[src/asp_pkg.sv]
// Constants shared by the asynchronous serial port design
package asp_pkg;
  // Host byte ports on the board: data buffer and control/status location
  localparam logic [7:0] DATA_PORT_ADDR = 8'h18;
  localparam logic [7:0] CTRL_PORT_ADDR = 8'h1a;
  // Line format word field positions
  localparam int MODE_BAUD_LSB = 0;
  localparam int MODE_LEN_LSB = 2;
  localparam int MODE_PAR_ON_BIT = 4;
  localparam int MODE_PAR_EVEN_BIT = 5;
  localparam int MODE_STOP_LSB = 6;
  // Command word bit positions
  localparam int CMD_TX_EN_BIT = 0;
  localparam int CMD_DTR_BIT = 1;
  localparam int CMD_RX_EN_BIT = 2;
  localparam int CMD_BREAK_BIT = 3;
  localparam int CMD_ERR_CLR_BIT = 4;
  localparam int CMD_RTS_BIT = 5;
  localparam int CMD_FORMAT_BIT = 6;
  // Status word bit positions
  localparam int ST_TX_FREE_BIT = 0;
  localparam int ST_RX_AVAIL_BIT = 1;
  localparam int ST_TX_DRAINED_BIT = 2;
  localparam int ST_PAR_ERR_BIT = 3;
  localparam int ST_OVERRUN_BIT = 4;
  localparam int ST_FRAME_ERR_BIT = 5;
  localparam int ST_DSR_BIT = 7;
  // Baud factor codes and factors
  localparam logic [1:0] BAUD_SYNC = 2'h0;
  localparam logic [1:0] BAUD_X1 = 2'h1;
  localparam logic [1:0] BAUD_X16 = 2'h2;
  localparam logic [6:0] FACTOR_X1 = 7'h01;
  localparam logic [6:0] FACTOR_X16 = 7'h10;
  localparam logic [6:0] FACTOR_X64 = 7'h40;
  // Stop bit codes
  localparam logic [1:0] STOP_ONE_HALF = 2'h2;
  localparam logic [1:0] STOP_TWO = 2'h3;
  // Character length base and reset values
  localparam logic [3:0] LEN_BASE = 4'h5;
  localparam logic [7:0] MODE_RESET = 8'h00;
  localparam logic [7:0] CMD_RESET = 8'h00;
endpackage : asp_pkg

[src/asp_tx.sv]
// Transmit serialiser for one asynchronous character
`timescale 1ns/1ps
`default_nettype none
module asp_tx #(
  parameter int FRAME_W = 12
) (
  // Clock, reset and bit clock enable
  input wire logic clock_in,
  input wire logic rst_n_in,
  input wire logic tick_in,
  // Character and format
  input wire logic start_in,
  input wire logic [7:0] data_in,
  input wire logic [6:0] factor_in,
  input wire logic [3:0] len_in,
  input wire logic par_on_in,
  input wire logic par_even_in,
  input wire logic [1:0] stop_in,
  // Line side
  output logic busy_out,
  output logic line_out
);
  if (FRAME_W < 12) $error("asp_tx: FRAME_W must be at least 12");
  logic [FRAME_W-1:0] shift_q;
  logic [3:0] bits_q;
  logic [6:0] ticks_q;
  logic half_q;
  logic [FRAME_W-1:0] frame;
  logic [3:0] nbits;
  logic par_bit;
  // Frame build: start, data LSB first, optional parity, stop ones
  always_comb
  begin
    frame = '1;
    frame[0] = 1'b0;
    par_bit = ~par_even_in;
    for (int i = 0; i < 8; i++)
    begin
      if (i < int'(len_in))
      begin
        frame[i+1] = data_in[i]; // RULE_10
        par_bit = par_bit ^ data_in[i];
      end
    end
    if (par_on_in)
      frame[len_in+4'h1] = par_bit; // RULE_09
    nbits = 4'h2 + len_in + {3'h0, par_on_in} + {3'h0, stop_in == asp_pkg::STOP_TWO};
  end
  // Bit timing: last stop bit stretched by half a bit for one and a half
  always_ff @(posedge clock_in)
  begin
    if (!rst_n_in)
    begin
      shift_q <= '1;
      bits_q <= 4'h0;
      ticks_q <= 7'h00;
      half_q <= 1'b0;
      busy_out <= 1'b0;
    end
    else if (start_in && !busy_out)
    begin
      shift_q <= frame;
      bits_q <= nbits;
      ticks_q <= factor_in;
      half_q <= (stop_in == asp_pkg::STOP_ONE_HALF); // RULE_23
      busy_out <= 1'b1;
    end
    else if (busy_out && tick_in)
    begin
      if (ticks_q > 7'h01)
        ticks_q <= ticks_q - 7'h01;
      else
      begin
        shift_q <= {1'b1, shift_q[FRAME_W-1:1]};
        bits_q <= bits_q - 4'h1;
        ticks_q <= (bits_q == 4'h2 && half_q) ? factor_in + (factor_in >> 1) : factor_in;
        busy_out <= (bits_q != 4'h1);
      end
    end
  end
  assign line_out = busy_out ? shift_q[0] : 1'b1; // RULE_18
endmodule : asp_tx
`default_nettype wire

[src/asp_rx.sv]
// Receive deserialiser with mid-bit sampling
`timescale 1ns/1ps
`default_nettype none
module asp_rx (
  // Clock, reset and bit clock enable
  input wire logic clock_in,
  input wire logic rst_n_in,
  input wire logic tick_in,
  input wire logic enable_in,
  // Line and format
  input wire logic line_in,
  input wire logic [6:0] factor_in,
  input wire logic [3:0] len_in,
  input wire logic par_on_in,
  input wire logic par_even_in,
  // Character out
  output logic done_out,
  output logic [7:0] data_out,
  output logic par_err_out,
  output logic frame_err_out
);
  typedef enum logic [3:0] {
    RX_IDLE = 4'b0001,
    RX_START = 4'b0010,
    RX_BITS = 4'b0100,
    RX_STOP = 4'b1000
  } asp_rx_state_t;
  asp_rx_state_t state_q;
  logic [6:0] ticks_q;
  logic [3:0] cnt_q;
  logic [8:0] shift_q;
  logic line_q;
  wire [3:0] nbits = len_in + {3'h0, par_on_in};
  wire [8:0] aligned = shift_q >> (4'h9 - nbits);
  wire [7:0] mask = 8'hff >> (4'h8 - len_in);
  wire [7:0] char_d = aligned[7:0] & mask; // RULE_10
  wire par_rx = aligned[len_in];
  // Sequencer: falling edge, half bit to centre, then whole bits
  always_ff @(posedge clock_in)
  begin
    done_out <= 1'b0;
    if (!rst_n_in || !enable_in)
    begin
      state_q <= RX_IDLE; // RULE_14
      ticks_q <= 7'h00;
      cnt_q <= 4'h0;
      shift_q <= 9'h000;
      line_q <= 1'b1;
      data_out <= 8'h00;
      par_err_out <= 1'b0;
      frame_err_out <= 1'b0;
    end
    else if (tick_in)
    begin
      line_q <= line_in;
      case (state_q)
        RX_IDLE:
          if (line_q && !line_in)
          begin
            state_q <= RX_START; // RULE_18
            // The check itself takes a tick, so wait half a bit less one
            ticks_q <= (factor_in >> 1) - {6'h00, factor_in[6:1] != 6'h00}; // RULE_18
          end
        RX_START:
          if (ticks_q != 7'h00)
            ticks_q <= ticks_q - 7'h01;
          else if (!line_in)
          begin
            state_q <= RX_BITS;
            ticks_q <= factor_in - 7'h01;
            cnt_q <= 4'h0;
          end
          else
            state_q <= RX_IDLE;
        RX_BITS:
          if (ticks_q != 7'h00)
            ticks_q <= ticks_q - 7'h01;
          else
          begin
            shift_q <= {line_in, shift_q[8:1]};
            cnt_q <= cnt_q + 4'h1;
            ticks_q <= factor_in - 7'h01;
            if (cnt_q + 4'h1 == nbits)
              state_q <= RX_STOP; // RULE_09
          end
        RX_STOP:
          if (ticks_q != 7'h00)
            ticks_q <= ticks_q - 7'h01;
          else
          begin
            state_q <= RX_IDLE;
            done_out <= 1'b1;
            data_out <= char_d;
            par_err_out <= par_on_in & ((^char_d) ^ par_rx ^ ~par_even_in); // RULE_08
            frame_err_out <= ~line_in;
          end
        default:
          state_q <= RX_IDLE;
      endcase
    end
  end
endmodule : asp_rx
`default_nettype wire

[src/asp_serial_port.sv]
// Asynchronous serial port: host byte port, format and command words, status
// Overview of operation
// RULE_01: Select line low picks character buffer, high picks control/status; board ports 18, 1A.
// RULE_02: Reset puts the port idle; command internal reset does the same.
// RULE_03: First control write after any reset is the format word; later ones commands.
// RULE_04: Host writes 00 three times, then 40, then the format word.
// RULE_05: Command bit 6 returns to awaiting a format word; host keeps it clear.
// RULE_06: Format bits 1:0 give bit clock factor: sync, x1, x16, x64.
// RULE_07: Format bits 3:2 give five to eight data bits.
// RULE_08: Format bit 4 enables parity; bit 5 picks even when set, odd when clear.
// RULE_09: Parity bit travels in addition to the data bits.
// RULE_10: Short characters read zeros above; transmitter ignores unused upper bits.
// RULE_11: Command bit 1 drives terminal ready, bit 5 request to send; 1 gives low.
// RULE_12: Command bit 3 holds the serial output low for a break.
// RULE_13: Transmit free shows only with transmit enable set and clear-to-send low.
// RULE_14: Characters are received only while receive enable is set.
// RULE_15: Status bits 0, 1, 2: transmit free, character waiting, transmitter drained.
// RULE_16: Status bits 3, 4, 5: parity, overrun, framing errors; reception continues.
// RULE_17: Status bit 7 reads the data-set-ready pin inverted.
// RULE_18: Output idles high; start bit low; receiver samples at bit centres.
// RULE_19: Enabled transmitter sends a written byte; held while clear-to-send is high.
// RULE_20: Complete character raises character waiting; reading the buffer clears it.
// RULE_21: Device clock must run above thirty times the baud rate.
// RULE_22: Drained output is high whenever no character waits or shifts.
// RULE_23: Format bits 7:6 give stop bits: invalid, one, one and a half, two.
// RULE_24: Command bit 4 clears parity, overrun and framing error flags.
`timescale 1ns/1ps
`default_nettype none
module asp_serial_port (
  // Clock and reset
  input wire logic clock_in,
  input wire logic rst_n_in,
  // Host byte port
  input wire logic cs_n_in,
  input wire logic rd_n_in,
  input wire logic wr_n_in,
  input wire logic cd_sel_in,
  input wire logic [7:0] data_in,
  output logic [7:0] data_out,
  output logic data_oe_n_out,
  // Serial line and bit clock enable
  input wire logic sample_tick_in,
  input wire logic rxd_in,
  output logic txd_out,
  // Modem handshakes
  input wire logic cts_n_in,
  input wire logic dsr_n_in,
  output logic dtr_n_out,
  output logic rts_n_out,
  // Indications
  output logic transmit_holding_free_out,
  output logic receive_char_available_out,
  output logic transmit_all_drained_out
);
  // Host strobe tracking
  logic wr_act_q;
  logic rd_act_q;
  logic rd_was_data_q;
  logic [7:0] read_data_q;
  // Format and command state
  logic soft_rst_q;
  logic expect_mode_q;
  logic [7:0] mode_q;
  logic [7:0] cmd_q;
  // Transmit holding buffer
  logic [7:0] hold_q;
  logic hold_full_q;
  // Receive buffer and error flags
  logic [7:0] rx_char_q;
  logic rx_ready_q;
  logic par_err_q;
  logic overrun_q;
  logic frame_err_q;
  // Submodule outputs
  logic tx_busy;
  logic tx_line;
  logic rx_done;
  logic [7:0] rx_char;
  logic rx_par_err;
  logic rx_frame_err;

  // Strobe decode: a write is taken once, a read acts at its end
  wire wr_act = !cs_n_in && !wr_n_in;
  wire rd_act = !cs_n_in && !rd_n_in;
  wire wr_pulse = wr_act && !wr_act_q;
  wire rd_start = rd_act && !rd_act_q;
  wire rd_end = rd_act_q && !rd_act;
  wire data_wr = wr_pulse && !cd_sel_in; // RULE_01
  wire ctrl_wr = wr_pulse && cd_sel_in; // RULE_01
  wire data_rd_end = rd_end && rd_was_data_q;

  // Internal reset shares the external reset path
  wire core_rst_n = rst_n_in && !soft_rst_q; // RULE_02
  wire cmd_wr = ctrl_wr && !expect_mode_q; // RULE_03
  wire soft_rst_req = cmd_wr && data_in[asp_pkg::CMD_FORMAT_BIT]; // RULE_05
  wire err_clr = cmd_wr && data_in[asp_pkg::CMD_ERR_CLR_BIT]; // RULE_24

  // Format word decode
  wire [1:0] baud_code = mode_q[asp_pkg::MODE_BAUD_LSB +: 2];
  wire [3:0] char_len = asp_pkg::LEN_BASE + {2'h0, mode_q[asp_pkg::MODE_LEN_LSB +: 2]}; // RULE_07
  wire par_on = mode_q[asp_pkg::MODE_PAR_ON_BIT]; // RULE_08
  wire par_even = mode_q[asp_pkg::MODE_PAR_EVEN_BIT]; // RULE_08
  wire [1:0] stop_code = mode_q[asp_pkg::MODE_STOP_LSB +: 2]; // RULE_23
  wire async_ok = (baud_code != asp_pkg::BAUD_SYNC);
  wire [6:0] factor = (baud_code == asp_pkg::BAUD_X1) ? asp_pkg::FACTOR_X1 :
                      (baud_code == asp_pkg::BAUD_X16) ? asp_pkg::FACTOR_X16 :
                      asp_pkg::FACTOR_X64; // RULE_06

  // Command word decode
  wire tx_en = cmd_q[asp_pkg::CMD_TX_EN_BIT];
  wire rx_en = cmd_q[asp_pkg::CMD_RX_EN_BIT] && async_ok; // RULE_14
  wire send_break = cmd_q[asp_pkg::CMD_BREAK_BIT];

  // Transmit hand-off: held byte goes out only with clear-to-send low
  wire tx_free = !hold_full_q && tx_en && !cts_n_in; // RULE_13
  wire tx_start = hold_full_q && tx_en && !cts_n_in && !tx_busy && async_ok; // RULE_19
  wire tx_drained = !hold_full_q && !tx_busy; // RULE_22
  wire overrun_evt = rx_done && rx_ready_q && !data_rd_end; // RULE_16

  // Status word assembly
  logic [7:0] status_word;
  always_comb
  begin
    status_word = 8'h00;
    status_word[asp_pkg::ST_TX_FREE_BIT] = tx_free; // RULE_15
    status_word[asp_pkg::ST_RX_AVAIL_BIT] = rx_ready_q; // RULE_15
    status_word[asp_pkg::ST_TX_DRAINED_BIT] = tx_drained; // RULE_15
    status_word[asp_pkg::ST_PAR_ERR_BIT] = par_err_q; // RULE_16
    status_word[asp_pkg::ST_OVERRUN_BIT] = overrun_q; // RULE_16
    status_word[asp_pkg::ST_FRAME_ERR_BIT] = frame_err_q; // RULE_16
    status_word[asp_pkg::ST_DSR_BIT] = !dsr_n_in; // RULE_17
  end

  // Host strobe history and read data capture
  always_ff @(posedge clock_in)
  begin
    if (!rst_n_in)
    begin
      wr_act_q <= 1'b0;
      rd_act_q <= 1'b0;
      rd_was_data_q <= 1'b0;
      read_data_q <= 8'h00;
    end
    else
    begin
      wr_act_q <= wr_act;
      rd_act_q <= rd_act;
      if (rd_start)
      begin
        rd_was_data_q <= !cd_sel_in;
        read_data_q <= cd_sel_in ? status_word : rx_char_q; // RULE_01
      end
    end
  end

  // Internal reset request lasts one cycle
  always_ff @(posedge clock_in)
  begin
    if (!rst_n_in)
      soft_rst_q <= 1'b0;
    else
      soft_rst_q <= soft_rst_req; // RULE_02
  end

  // Format word first after reset, commands afterwards
  always_ff @(posedge clock_in)
  begin
    if (!core_rst_n)
    begin
      expect_mode_q <= 1'b1; // RULE_03
      mode_q <= asp_pkg::MODE_RESET;
      cmd_q <= asp_pkg::CMD_RESET;
    end
    else if (ctrl_wr && expect_mode_q)
    begin
      mode_q <= data_in; // RULE_03
      expect_mode_q <= 1'b0;
    end
    else if (cmd_wr)
      cmd_q <= data_in; // RULE_03
  end

  // Transmit holding register
  always_ff @(posedge clock_in)
  begin
    if (!core_rst_n)
    begin
      hold_q <= 8'h00;
      hold_full_q <= 1'b0;
    end
    else if (data_wr)
    begin
      hold_q <= data_in;
      hold_full_q <= 1'b1; // RULE_19
    end
    else if (tx_start)
      hold_full_q <= 1'b0;
  end

  // Receive buffer: new character wins over a read clearing it
  always_ff @(posedge clock_in)
  begin
    if (!core_rst_n)
    begin
      rx_char_q <= 8'h00;
      rx_ready_q <= 1'b0;
    end
    else if (rx_done)
    begin
      rx_char_q <= rx_char;
      rx_ready_q <= 1'b1; // RULE_20
    end
    else if (data_rd_end)
      rx_ready_q <= 1'b0; // RULE_20
  end

  // Error flags: a new error wins over the clear command
  always_ff @(posedge clock_in)
  begin
    if (!core_rst_n)
    begin
      par_err_q <= 1'b0;
      overrun_q <= 1'b0;
      frame_err_q <= 1'b0;
    end
    else
    begin
      par_err_q <= (par_err_q && !err_clr) || (rx_done && rx_par_err); // RULE_16
      overrun_q <= (overrun_q && !err_clr) || overrun_evt; // RULE_16
      frame_err_q <= (frame_err_q && !err_clr) || (rx_done && rx_frame_err); // RULE_24
    end
  end

  // Transmit serialiser
  asp_tx #(
    .FRAME_W(12)
  ) u_tx (
    .clock_in(clock_in),
    .rst_n_in(core_rst_n),
    .tick_in(sample_tick_in),
    .start_in(tx_start),
    .data_in(hold_q),
    .factor_in(factor),
    .len_in(char_len),
    .par_on_in(par_on),
    .par_even_in(par_even),
    .stop_in(stop_code),
    .busy_out(tx_busy),
    .line_out(tx_line)
  );

  // Receive deserialiser
  asp_rx u_rx (
    .clock_in(clock_in),
    .rst_n_in(core_rst_n),
    .tick_in(sample_tick_in),
    .enable_in(rx_en),
    .line_in(rxd_in),
    .factor_in(factor),
    .len_in(char_len),
    .par_on_in(par_on),
    .par_even_in(par_even),
    .done_out(rx_done),
    .data_out(rx_char),
    .par_err_out(rx_par_err),
    .frame_err_out(rx_frame_err)
  );

  // Pin and indication drive
  assign txd_out = send_break ? 1'b0 : tx_line; // RULE_12
  assign dtr_n_out = !cmd_q[asp_pkg::CMD_DTR_BIT]; // RULE_11
  assign rts_n_out = !cmd_q[asp_pkg::CMD_RTS_BIT]; // RULE_11
  assign data_out = read_data_q;
  assign data_oe_n_out = !rd_act_q;
  assign transmit_holding_free_out = tx_free;
  assign receive_char_available_out = rx_ready_q;
  assign transmit_all_drained_out = tx_drained;
endmodule : asp_serial_port
`default_nettype wire

[config.mk]
export PLATFORM = sky130hd
export DESIGN_NAME = asp_serial_port
export DESIGN_NICKNAME = d
export VERILOG_FILES = /design/src/asp_pkg.sv /design/src/asp_tx.sv /design/src/asp_rx.sv /design/src/asp_serial_port.sv
export SDC_FILE = /design/constraint.sdc
export NUM_CORES = 1
export LEC_CHECK = 0
export BUFFER_PORTS_ARGS = -buffer_cell sky130_fd_sc_hd__buf_2
export CELL_PAD_IN_SITES_DETAIL_PLACEMENT = 0
export CELL_PAD_IN_SITES_GLOBAL_PLACEMENT = 1
export CORE_MARGIN = 4
export CORE_UTILIZATION = 27
export CTS_CLUSTER_DIAMETER = 150
export DETAILED_ROUTE_END_ITERATION = 16
export PLACE_DENSITY_LB_ADDON = 0.12
export SETUP_SLACK_MARGIN = 0.15
export SLEW_MARGIN = 5
export SYNTH_ARGS = -nofsm -noshare
export SYNTH_HDL_FRONTEND = slang
export SYNTH_SLANG_ARGS = --single-unit
[constraint.sdc]
create_clock -name clock_in -period 10.08 [get_ports clock_in]
set_input_delay 1.512 -clock clock_in [delete_from_list [all_inputs] [get_ports clock_in]]
set_output_delay 1.512 -clock clock_in [all_outputs]
set_load 0.005 [all_outputs]
### Word-level counts from Yosys, hierarchy flattened

Cells that the tools add are included.

| storage, ports and cells | value |
|---|---|
| bits in registers | 109 |
| output and inout port bits | 15 |
| logic and storage cells | 232 |

| cells by class | value |
|---|---|
| $add $sub $neg | 15 |
| magnitude comparators | 12 |
| equality and inequality tests | 20 |
| shift operators | 2 |
| muxes and demuxes | 62 |
| bitwise gates (word level) | 18 |
| reduce and logical (&&, ||, !) cells | 74 |

Operators with widths:

| cell | count |
|---|---|
| two-way mux 7 bit | 11 |
| two-way mux 12 bit | 4 |
| two-way mux 4 bit | 11 |
| logical AND 1 bit | 33 |
| two-way mux 1 bit | 28 |
| case mux 7 bit (4 select lines) | 1 |
| subtractor 7 x 1 -> 7 bit (second input constant) | 3 |
| zero test 1 bit | 20 |
| less-than comparator 3 x 4 -> 1 bit (first input constant) | 4 |
| case mux 4 bit (4 select lines) | 1 |
| adder 4 x 1 -> 4 bit | 3 |
| bitwise mux 12 bit | 1 |
| less-than comparator 4 x 5 -> 1 bit (second input constant) | 2 |
| AND reduction 5 bit | 2 |
| nonzero test 2 bit | 5 |
| XOR 1 bit | 10 |
| right shift 9 x 4 -> 9 bit | 1 |
| adder 4 x 1 -> 4 bit (second input constant) | 2 |
| bitwise AND 8 bit | 1 |
| equality test 4 x 2 -> 1 bit (second input constant) | 2 |
| less-than comparator 1 x 4 -> 1 bit (first input constant) | 2 |
| less-than comparator 2 x 4 -> 1 bit (first input constant) | 2 |
| two-way mux 8 bit | 1 |
| inequality test 2 x 1 -> 1 bit (second input constant) | 4 |
| other kinds (33) | 49 |

### Logic depth before layout (Yosys ltp)

| depth | value |
|---|---|
| depth after elaboration | 20 |
| mapped depth | 17 |
| depth with buffers taken out | 13 |

### Cells and area by module

Synthesis repeated with hierarchy kept, for this count alone.

| second synthesis, totals | value |
|---|---|
| cells, all modules | 827 |
| area total of the unflattened synthesis | 6,777.8 um^2 |

By module, submodules not included:

| module | instances | cells an instance | area an instance (um^2) | seq. area each (um^2) |
|---|---|---|---|---|
| asp_rx | 1 | 361 | 2,778.9 | 720.7 |
| asp_tx | 1 | 265 | 2,094.5 | 500.5 |
| asp_serial_port | 1 | 201 | 1,904.3 | 940.9 |

### Worst setup path before layout

Ideal clock, no wire load.

| timing | value |
|---|---|
| path type | register -> register |
| from | register mode_q[2] |
| to | register u_rx.par_err_out |
| library setup time | 117 ps |
| arrival | 3,760 ps |
| slack | 6,203 ps |
| cell stages (with the launch flop) | 18 |
| path buffers | 4 |
| period minus slack after synthesis | 3,877 ps |
| cells stage by stage | dfxtp_1 clkbuf_1 inv_1 ha_1 fa_1 buf_6 buf_6 inv_1 ha_1 buf_2 nand2b_1 a2111oi_2 xnor2_1 xnor2_1 xnor2_1 xnor3_1 mux2i_1 nand2_1 |

| between the ends | value |
|---|---|
| cells in the longest elaborated chain, start to end | 9 |
| elaborated cells on any way between the ends | 13 |
| classes of those cells | add/sub (4); shift (2); mux (2); bitwise (4); reduce/logical (1) |

Ends and longest elaborated chain:

| item | line | source |
|---|---|---|
| from (decl) | asp_serial_port.sv:63 | `logic [7:0] mode_q;` |
| from (signal assigned) | asp_serial_port.sv:171 | `mode_q <= asp_pkg::MODE_RESET;` |
| from (signal assigned) | asp_serial_port.sv:176 | `mode_q <= data_in;` |
| adder 3 x 2 -> 4 bit (*) | asp_serial_port.sv:100 | `wire [3:0] char_len = asp_pkg::LEN_BASE + {2'h0, mode_q[asp_pkg::MODE_LEN_LSB +: 2]};` |
| adder 4 x 1 -> 4 bit | asp_rx.sv:33 | `wire [3:0] nbits = len_in + {3'h0, par_on_in};` |
| subtractor 4 bit | asp_rx.sv:34 | `wire [8:0] aligned = shift_q >> (4'h9 - nbits);` |
| right shift 9 x 4 -> 9 bit | asp_rx.sv:34 |  |
| binary-select mux 1 bit (select 4 bit) or bitwise AND 8 bit (tied branches) | asp_rx.sv:37, asp_rx.sv:36 |  |
| two-way mux 1 bit (not written as such) or XOR reduction 8 bit (tied branches) | asp_rx.sv:37, asp_rx.sv:94 |  |
| XOR 1 bit (*) (2 in a row) | asp_rx.sv:94 | `par_err_out <= par_on_in & ((^char_d) ^ par_rx ^ ~par_even_in);` |
| bitwise AND 1 bit (*) | asp_rx.sv:94 |  |
| to (signal assigned) | asp_rx.sv:94 |  |
| to (decl) | asp_rx.sv:19 | `output logic par_err_out,` |

Mark *: on every way between the ends. The rest lies on a longest branch, timed or not. The select of a mux whose other input is x is not followed.
A chain may end at the register's enable or synchronous reset.

### Worst setup path after layout

Ends and elaborated chain as after synthesis.

==> results.toml <==
[status]
outcome = "finished, final reports clean"

[clock_tree]
clkTransAtPathRegs_ns = 0.08
cts_sinks = 108
postCtsSetupRepairBufs = 0
cts_resized = 0
cts_root_buf = "clkbuf_16"
clock_latency_ns = 0.35
htree_num_levels = 3
numCtsBuffers = 9
holdBufCountCts = 0
cts_max_path_buffers = 2
cts_tree = "built"

[route]
viasPerCell = 4.89
ant_nets = 0
routedWlPerCell_um = 16.0
vias = 4972
route.detailed.drc = 0
routed_wl_mm = 16.2
first_pass_iters = 5
drt-initial-drc-count = 253

[timing]
post-route-period-util_pct = 43.9
period_needed_ns = 4.42
setup-violations-final = 0
slew_headroom_pct = 45.9
max_freq_mhz = 226
rsz0062_at_grt = "no"
skew_ns = 0.00931
setup_tns_ns = 0
worstMarginPinSlew_ns = 0.809
hold_viol = 0
drv_slew = 0

[power]
power.share.sequential_pct = 49.5
power_frac_clock_pct = 42.9
leakagePower_nw = 2.54
vdd_drop_max_uv = 58.5
sw_frac_of_total_pct = 25.6
internal_power_mw = 0.655
comb_power_share_pct = 7.6
switchingPower_mw = 0.225
power_per_cell_area_nw_per_um2 = 132

[setup_path]
cpPeakStageDelay_ns = 0.94
crit_path_end_kind = "register"
arrival_ns = 4.67
cp-start-kind = "register"
cpMostUsedCell = "xnor2_1"
crit_required_ns = 10.33
cp_slowest_cell = "fa_1"
critPathMaxFanout = 16
criticalPathCategory = "reg -> reg"
path_cells = "inv_1, ha_1, fa_1, inv_1, ha_1, nand2b_1, a2111oi_2, xnor2_1, xnor2_1, xnor2_1, xnor3_1, mux2i_1, nand2_1"

[floorplanning]
rows = 54
ioPinCount = 33
design.die.area_um2 = 24600
die_w_um = 157
die_h_um = 157
start_util_pct = 27.4
coreArea_um2 = 21800

[layout]
diodes = 0
nets = 775
area_growth_pct = 11.8
regArea_um2 = 2160
drive_above_1_share_pct = 10.7
multiInputGateArea_um2 = 3550
fin_cells = 1017
fillers = 2325

[synth]
syn_area_per_cell_um2 = 8.32
synth.area.top_cells = "dfxtp_1, mux2i_1, nor2_1"
synth_xor_xnor_area_share_pct = 4.87
ys_ff_latch = 108
synth.top_cell.area_share_pct = 36.1
synth.most_common_cell = "dfxtp_1"
muxShareOfSynthArea_pct = 10.1
synth_common_cells = "dfxtp_1, nor2_1, nand2_1"
yosys.area.top_type = "dfxtp_1"
synthSimpleGateAreaFrac_pct = 22.5
yosysUniqueCellTypes = 75
synth_fa_ha_area_share_pct = 5.48
ys_seq_area_share_pct = 36.1
syn_inst = 719
synth-edff-count = 0
yosysWarnings = 0
syn-num-nets = 762
ys.flop_type = "dfxtp_1"
synth_top_family_by_area = "simple AND/OR/NAND/NOR gates"
synth_area_um2 = 5980
synth-compound-area-share_pct = 16.3
asyncSetResetFlopFracSynth_pct = 0

[global_routing]
grt_pass1_wl_mm = 26.6
grt-ovfl-total = 0
grt_max_degree = 47
grtUsageTotal_pct = 13.5
grt_pass1_vias = 4891
antenna_found_initial = 0

[place]
place_congestion = 0.789
dp_hpwl_mm = 12.0
dp.cells = 1001
port_buffers = 32

[flow_run]
drv_cap = 0

[min_path]
hold_path.class = "reg -> reg"
[stage by stage]
stage	total power [mW]	setup WS, ns	util (%)	area [um2]	hold WS (ns)
floorplan	0.492	6.20	-	5980	0.432
global placement	0.513	5.74	29.2	6380	0.448
detailed placement	0.514	5.65	29.2	6380	0.450
CTS	0.899	5.64	30.7	6690	0.464
global route	0.919	5.27	30.7	6690	0.487
finish	0.881	5.66	30.7	6690	0.461
[worst paths after layout]
kind / start / end / slack (ns) / cells after the start
setup reg to reg: mode_q[2] / u_rx.par_err_out / 5.66 / 13
hold reg to reg: expect_mode_q / expect_mode_q / 0.46 / 2
setup / recovery: mode_q[2] / u_rx.par_err_out / 5.66 / 13
hold / removal: expect_mode_q / expect_mode_q / 0.46 / 2
[cells in the final DEF (no fill, tap or decap), types with 8 or more instances in the layout]
cell type,instances
a211oi_1,8
a21oi_1,47
a22oi_1,9
buf_2,32
buf_4,8
clkbuf_16,9
dfxtp_1,108
ha_1,23
inv_1,26
mux2i_1,51
nand2_1,86
nand2b_1,12
nand3_1,22
nor2_1,107
nor3_1,11
nor3b_1,9
o21ai_0,28
xnor2_1,20
[layer usage]
layer | GRT usage, % | wire, um | up-vias
li1 | - | - | 2533
met1 | 18.9 | 8220 | 2368
met2 | 22.1 | 7430 | 62
met3 | 2.24 | 457 | 9
met4 | 2.85 | 129 | 0
met5 | 0 | 0 | -
[final cells by class]
| type | instances | area share [%] |
|---|---|---|
| Multi-Input combinational cell | 547 | 53.1 |
| Inverter | 26 | 1.46 |
| Tap cell | 280 | 5.24 |
| Clock buffer | 9 | 3.37 |
| Sequential cell | 108 | 32.3 |
| Timing Repair Buffer | 40 | 3.29 |
| Clock inverter | 7 | 1.25 |
[worst max-delay path: cells and delay by family (launching register included)]
kind                       cells  cell delay (ns)
xor gates and xnor gates       4             0.75
DFF                            1             0.63
muxes                          1             0.16
buffers and inverters          2             0.38
AOI/OAI and AO/OA              1             0.46
and+or+nand+nor                2             0.27
adders and majority gates      3             1.68
[power groups by stage]
stage	sequential [mW]	combinational [mW]	clock [mW]
after CTS	0.436	0.0683	0.395
after detailed placement	0.446	0.0681	0
final	0.435	0.0670	0.378
after floorplan	0.444	0.0472	0
after global placement	0.445	0.0675	0
after global routing	0.436	0.0743	0.408
[cell families (layout without fill, tap and decap cells)]
| group | count (synthesis) | in the layout |
|---|---|---|
| buffers and inverters | 64 | 82 |
| and+or+nand+nor | 289 | 289 |
| AOI/OAI and AO/OA | 144 | 144 |
| DFF | 108 | 108 |
| adders and majority gates | 25 | 25 |
| muxes | 59 | 59 |
| xor gates and xnor gates | 30 | 30 |
[flip-flops by register name (all words and copies together), names as in the netlist, 4 cells and up]
name           flops
u_tx.shift_q      12
u_rx.shift_q       9
data_out           8
hold_q             8
mode_q             8
rx_char_q          8
u_rx.data_out      8
u_rx.ticks_q       7
u_tx.ticks_q       7
cmd_q              5
u_rx.cnt_q         4
u_rx.state_q       4
u_tx.bits_q        4
No activity file was read; power rests on OpenSTA's default activity.
